$ cat src/logic/gsm_map.vh
// constants for the stream gate substitution mux
`ifndef GSM_MAP_VH
`define GSM_MAP_VH

// gate select field
`define GSM_SEL_W 2
`define GSM_SEL_PASS 2'h0
`define GSM_SEL_USER 2'h1
`define GSM_SEL_AND 2'h2
`define GSM_SEL_SPARE 2'h3
`define GSM_SEL_RESET 2'h0

// synchroniser depth
`define GSM_SYNC_STAGES 2

// default field widths
`define GSM_NUM_BYTES 4
`define GSM_NUM_GATE_BITS 1
`define GSM_TS_W 64
`define GSM_INFO_W 16

`endif

$ cat src/logic/gsm_gate_mux.v
// stream gate substitution mux with a registered skid slice
`timescale 1ns/1ps
`default_nettype none
`include "gsm_map.vh"

module gsm_gate_mux #(
  parameter NUM_BYTES = `GSM_NUM_BYTES,
  parameter NUM_GATE_BITS = `GSM_NUM_GATE_BITS,
  parameter TS_W = `GSM_TS_W,
  parameter INFO_W = `GSM_INFO_W
) (
  // clock and reset
  input wire mclk,
  input wire reset,
  // gate control
  input wire [`GSM_SEL_W-1:0] gateSel,
  input wire [NUM_GATE_BITS-1:0] userGate,
  // stream slave
  input wire s_axis_tvalid,
  output wire s_axis_tready,
  input wire [NUM_BYTES*8-1:0] s_axis_tdata,
  input wire s_axis_tlast,
  input wire [TS_W-1:0] s_axis_timestamp,
  input wire [NUM_GATE_BITS-1:0] s_axis_gate,
  input wire s_axis_sync,
  input wire s_axis_pulsePerSecondEvent,
  input wire [INFO_W-1:0] s_axis_info,
  // stream master
  output wire m_axis_tvalid,
  input wire m_axis_tready,
  output wire [NUM_BYTES*8-1:0] m_axis_tdata,
  output wire m_axis_tlast,
  output wire [TS_W-1:0] m_axis_timestamp,
  output wire [NUM_GATE_BITS-1:0] m_axis_gate,
  output wire m_axis_sync,
  output wire m_axis_pulsePerSecondEvent,
  output wire [INFO_W-1:0] m_axis_info,
  // status
  output wire [`GSM_SEL_W-1:0] gateSelApplied,
  output wire paramError
);

  // ----------------------------------------------------------------
  // parameter legality
  // ----------------------------------------------------------------
  localparam BYTES_OK = (NUM_BYTES == 1) || (NUM_BYTES == 2) ||
    (NUM_BYTES == 3) || (NUM_BYTES == 4) || (NUM_BYTES == 6) ||
    (NUM_BYTES == 8);
  localparam GATES_OK = (NUM_GATE_BITS == 1) || (NUM_GATE_BITS == 2) ||
    (NUM_GATE_BITS == 4) || (NUM_GATE_BITS == 8);
  localparam [0:0] PARAM_BAD = (BYTES_OK && GATES_OK) ? 1'b0 : 1'b1;

  // payload layout, gate bits at the bottom
  localparam DATA_W = NUM_BYTES * 8;
  localparam PAY_W = DATA_W + TS_W + INFO_W + 3 + NUM_GATE_BITS;

  // field positions inside the payload word
  localparam PPS_POS = NUM_GATE_BITS;
  localparam SYNC_POS = NUM_GATE_BITS + 1;
  localparam LAST_POS = NUM_GATE_BITS + 2;
  localparam INFO_LO = NUM_GATE_BITS + 3;
  localparam TS_LO = INFO_LO + INFO_W;
  localparam DATA_LO = TS_LO + TS_W;

  // ----------------------------------------------------------------
  // select retiming
  // ----------------------------------------------------------------
  wire [`GSM_SEL_W-1:0] selSync;

  // two stages, reset to pass-through
  gsm_sync #(
    .WIDTH(`GSM_SEL_W),
    .STAGES(`GSM_SYNC_STAGES),
    .RESET_VAL(`GSM_SEL_RESET)
  ) uSelSync (
    .mclk(mclk),
    .reset(reset),
    .levelIn(gateSel),
    .levelOut(selSync)
  );

  // ----------------------------------------------------------------
  // gate selector
  // ----------------------------------------------------------------
  reg [NUM_GATE_BITS-1:0] gateNew;

  always @* begin
    case (selSync)
      `GSM_SEL_PASS: begin
        gateNew = s_axis_gate;
      end
      `GSM_SEL_USER: begin
        gateNew = userGate;
      end
      `GSM_SEL_AND: begin
        gateNew = userGate & s_axis_gate;
      end
      `GSM_SEL_SPARE: begin
        gateNew = s_axis_gate;
      end
      default: begin
        gateNew = s_axis_gate;
      end
    endcase
  end

  // other fields untouched, only gate slot substituted
  wire [PAY_W-1:0] payIn;
  assign payIn = {s_axis_tdata, s_axis_timestamp, s_axis_info,
    s_axis_tlast, s_axis_sync, s_axis_pulsePerSecondEvent,
    gateNew};

  // ----------------------------------------------------------------
  // registered skid slice
  // ----------------------------------------------------------------
  reg outValid_r;
  reg outValid_nxt;
  reg [PAY_W-1:0] outPay_r;
  reg [PAY_W-1:0] outPay_nxt;
  reg skidValid_r;
  reg skidValid_nxt;
  reg [PAY_W-1:0] skidPay_r;
  reg [PAY_W-1:0] skidPay_nxt;
  reg inReady_r;
  reg inReady_nxt;
  reg [`GSM_SEL_W-1:0] selApplied_r;
  reg paramError_r;

  wire inTake;
  wire outFree;
  assign inTake = s_axis_tvalid & inReady_r;
  assign outFree = ~outValid_r | m_axis_tready;

  always @* begin
    outValid_nxt = outValid_r;
    outPay_nxt = outPay_r;
    skidValid_nxt = skidValid_r;
    skidPay_nxt = skidPay_r;
    if (outFree) begin
      if (skidValid_r) begin
        // drain the held beat first to keep order
        outValid_nxt = 1'b1;
        outPay_nxt = skidPay_r;
        skidValid_nxt = 1'b0;
        if (inTake) begin
          skidValid_nxt = 1'b1;
          skidPay_nxt = payIn;
        end
      end else begin
        outValid_nxt = inTake;
        if (inTake) begin
          outPay_nxt = payIn;
        end
      end
    end else if (inTake) begin
      skidValid_nxt = 1'b1;
      skidPay_nxt = payIn;
    end
    inReady_nxt = ~skidValid_nxt;
  end

  always @(posedge mclk or posedge reset) begin
    if (reset) begin
      outValid_r <= 1'b0;
      outPay_r <= {PAY_W{1'b0}};
      skidValid_r <= 1'b0;
      skidPay_r <= {PAY_W{1'b0}};
      inReady_r <= 1'b0;
    end else begin
      outValid_r <= outValid_nxt;
      outPay_r <= outPay_nxt;
      skidValid_r <= skidValid_nxt;
      skidPay_r <= skidPay_nxt;
      inReady_r <= inReady_nxt;
    end
  end

  // ----------------------------------------------------------------
  // status registers
  // ----------------------------------------------------------------
  // reports the select the gate selector used on the previous cycle, updated every cycle
  always @(posedge mclk or posedge reset) begin
    if (reset) begin
      selApplied_r <= `GSM_SEL_RESET;
      paramError_r <= 1'b0;
    end else begin
      selApplied_r <= selSync;
      paramError_r <= PARAM_BAD;
    end
  end

  // ----------------------------------------------------------------
  // output unpacking
  // ----------------------------------------------------------------
  assign s_axis_tready = inReady_r;
  assign m_axis_tvalid = outValid_r;
  assign m_axis_gate = outPay_r[NUM_GATE_BITS-1:0];
  assign m_axis_pulsePerSecondEvent = outPay_r[PPS_POS];
  assign m_axis_sync = outPay_r[SYNC_POS];
  assign m_axis_tlast = outPay_r[LAST_POS];
  assign m_axis_info = outPay_r[TS_LO-1:INFO_LO];
  assign m_axis_timestamp = outPay_r[DATA_LO-1:TS_LO];
  assign m_axis_tdata = outPay_r[PAY_W-1:DATA_LO];
  assign gateSelApplied = selApplied_r;
  assign paramError = paramError_r;

endmodule

`default_nettype wire

$ cat src/logic/gsm_sync.v
// multi-bit level synchroniser
`timescale 1ns/1ps
`default_nettype none

module gsm_sync #(
  parameter WIDTH = 2,
  parameter STAGES = 2,
  parameter [WIDTH-1:0] RESET_VAL = {WIDTH{1'b0}}
) (
  // clock and reset
  input wire mclk,
  input wire reset,
  // level in and synchronised level out
  input wire [WIDTH-1:0] levelIn,
  output wire [WIDTH-1:0] levelOut
);

  reg [WIDTH*STAGES-1:0] chain_r;

  // first stage feeds only the second stage
  always @(posedge mclk or posedge reset) begin
    if (reset) begin
      chain_r <= {STAGES{RESET_VAL}};
    end else begin
      chain_r <= {chain_r[WIDTH*(STAGES-1)-1:0], levelIn};
    end
  end

  assign levelOut = chain_r[WIDTH*STAGES-1:WIDTH*(STAGES-1)];

endmodule

`default_nettype wire

$ cat config.mk
export PLATFORM = sky130hd
export DESIGN_NAME = gsm_gate_mux
export DESIGN_NICKNAME = d
export VERILOG_FILES = /design/src/logic/gsm_gate_mux.v /design/src/logic/gsm_sync.v
export VERILOG_INCLUDE_DIRS = /design/src /design/src/logic
export SDC_FILE = /design/constraint.sdc
export NUM_CORES = 1
export LEC_CHECK = 0
export BUFFER_PORTS_ARGS = -buffer_cell sky130_fd_sc_hd__clkbuf_2
export CORE_ASPECT_RATIO = 0.5
export CORE_MARGIN = 5
export CORE_UTILIZATION = 45
export CTS_BUF_LIST = sky130_fd_sc_hd__clkbuf_16
export DETAILED_ROUTE_END_ITERATION = 7
export GPL_ROUTABILITY_DRIVEN = 0
export PLACE_DENSITY = 0.73
export SYNTH_ARGS = -nofsm -noshare
export SYNTH_HDL_FRONTEND = slang
export SYNTH_SLANG_ARGS = --single-unit
$ cat constraint.sdc
create_clock -name mclk -period 10.6 [get_ports mclk]
set_input_delay 1.59 -clock mclk [delete_from_list [all_inputs] [get_ports mclk]]
set_output_delay 1.59 -clock mclk [all_outputs]
set_load 0.02 [all_outputs]
==> metrics.yaml <==
globalRouteOverflowTotal: 0
crit_required_ns: 11.02
h-tree-depth: 1
synth_top_area_share_pct: 60.8
die_w_um: 220
regArea_um2: 6030
final_area_um2: 12100
worst_pin_slew_ns: 1.20
area_growth_pct: 21.7
setup_viol: 0
num_rows: 38
grt_pass1_vias: 7188
worst_setup_path_end_kind: "flop"
synth_enable_flop_cells: 0
die_area_um2: 25300
cts_tree: "done"
clock_latency_ns: 0.51
synth_warnings: 0
reg2regPathDepth: 6
finalSetupTns_ns: 0
post_drt_wl_per_cell_um: 16.9
synth.cell_area_um2: 9910
drt_first_pass_iters: 4
switching_share_pct: 37.9
clk_path_buf_depth: 3
placed_cells: 1276
synth_cells: 778
drc: 0
path_class: "in -> reg"
dpl_cell_area_um2: 11300
ant_nets: 0
ir_worst_vdd_mv: 0.203
synth_area_leaders: "dfrtp_1, mux2_2, mux2i_1, a21oi_1, nor2_1"
avgViaCountPerCell: 5.08
fmax_mhz: 233
clkTransAtPathRegs_ns: 0.06
synth_top_area_cell: "dfrtp_1"
ys.flop_type: "dfrtp_1"
fin_ws_ns: 6.32
startpoint_type: "input pin"
synthTopCellsByCount: "dfrtp_1, a21oi_1, nor2_1"
track_usage_pct: 17.7
synthMostInstantiatedCell: "dfrtp_1"
totalWireLength_um: 22300
synth_cell_types: 20
core_um2: 21700
p_comb_share_pct: 39.8
post-route-min-period_ns: 4.28
grt_max_degree: 170
cts_resized: 0
vias: 6703
rsz0062_at_grt: "false"
yosysSeqAreaShare_pct: 60.8
finalPower_mw: 4.15
fin_util_pct: 55.7
holdWs_ns: 0.350
hp-class: "reg -> reg"
relSlewSlack_pct: 19.9
cp_max_fo: 106
pwr-share-clk_pct: 20.3
pin_count: 244
start_util_pct: 45.7
dp_hpwl_um: 15100
fin_crit_sh_pct: 40.4
hold_violations: 0
drive_gt1_share_pct: 39.6
cts_sinks: 241
slew_violations: 0
io_buffers: 242
clock_skew_ns: 0.0145
post-place-ws_ns: 5.82
postSynthAreaPerCell_um2: 12.7
antenna_found_initial: 2
p_seq_share_pct: 39.9
drtIter0Drc: 426
maxCapViolCount: 0
synth_fp_nets: 903
fin_nets: 1126
worstPathArrival_ns: 4.71
cts_made_buffers: 23
hold_depth: 0
clockRootBuffer: "clkbuf_16"
dieHeight_um: 115
multi_input_comb_area_um2: 3590
p_int_mw: 2.58
grt_pass1_wl_um: 36300
p_switching_mw: 1.57
holdBufCountCts: 0
final_cells: 1319
p_per_area_nw_per_um2: 344
ys_ff_latch: 241
synthArstFlopShare_pct: 100
fill_cells: 1867
total_leakage_power_nw: 5.55
cts_setup_buffers: 0
outcome: "finished, final reports clean"
worst max-delay path, cell delays in order:
cell and delay, ns:
clkbuf_2 0.09, a21oi_1 0.12, nor2_4 0.94, buf_4 0.72, buf_4 0.91, nor2_1 0.10
a21oi_1 0.17
final cells by class:
type,count,area share [%]
Sequential cell,241,50.0
Multi-Input combinational cell,480,29.7
Timing Repair Buffer,250,10.5
Clock buffer,23,4.77
Tap cell,300,3.11
Clock inverter,19,1.61
Inverter,5,0.218
Antenna cell,1,0.0207
metal layers:
layer	routed length (µm)	share of wire (%)	global-route usage [%]	vias to the layer above
li1	-	-	-	3152
met1	8740	39	20.9	3366
met2	11700	52	32.2	128
met3	969	4.3	3.89	55
met4	879	3.9	6.44	2
met5	13	0.058	0	-
flip-flops by register name (all words and copies together), names as in the netlist:
signal	count
skidValid_r	1
m_axis_tvalid	1
skidPay_r	116
uSelSync.chain_r	4
outPay_r	116
s_axis_tready	1
gateSelApplied	2
path summary, 6_finish.rpt:
check | startpoint | to | slack (ns)
hold / removal | uSelSync.chain_r[1] | uSelSync.chain_r[3] | 0.35
setup reg to reg | skidValid_r | outPay_r[39] | 6.59
min in group asynchronous | reset | outPay_r[71] | 1.38
hold reg to reg | uSelSync.chain_r[1] | uSelSync.chain_r[3] | 0.35
setup / recovery | s_axis_tvalid | outPay_r[39] | 6.32
max in group asynchronous | reset | skidValid_r | 7.61
power groups by stage:
stage	clock network (mW)	logic (mW)	registers, mW
after detailed placement	0	1.68	1.67
final	0.842	1.65	1.66
after floorplan	0	0.997	1.86
after global placement	0	1.62	1.64
after CTS	0.866	1.68	1.66
after global routing	0.916	1.81	1.71
logic make-up (layout without fill, tap and decap cells):
kind of cell / after synthesis / in the layout / share of synthesized area (%)
DFF: 241 / 241 / 60.8
muxes: 230 / 230 / 24.7
AOI/OAI and AO/OA: 124 / 124 / 6.34
and+or+nand+nor: 123 / 123 / 4.83
buffers and inverters: 57 / 297 / 3.04
adders and majority gates: 2 / 2 / 0.252
other: 1 / 2 / 0.0378
cell usage in the layout, fill, tap and decap left out, types with 2 or more instances in the layout:
master / instances
clkinv_1: 4
mux2i_1: 115
dfrtp_1: 240
a21oi_1: 117
buf_4: 8
o21ai_0: 4
nand2b_1: 2
ha_1: 2
bufinv_16: 4
clkinvlp_4: 2
clkinv_2: 4
nand2_1: 3
clkbuf_16: 23
inv_1: 8
nor2_1: 115
mux2_2: 115
clkbuf_2: 242
(Power assumes the default switching activity.)
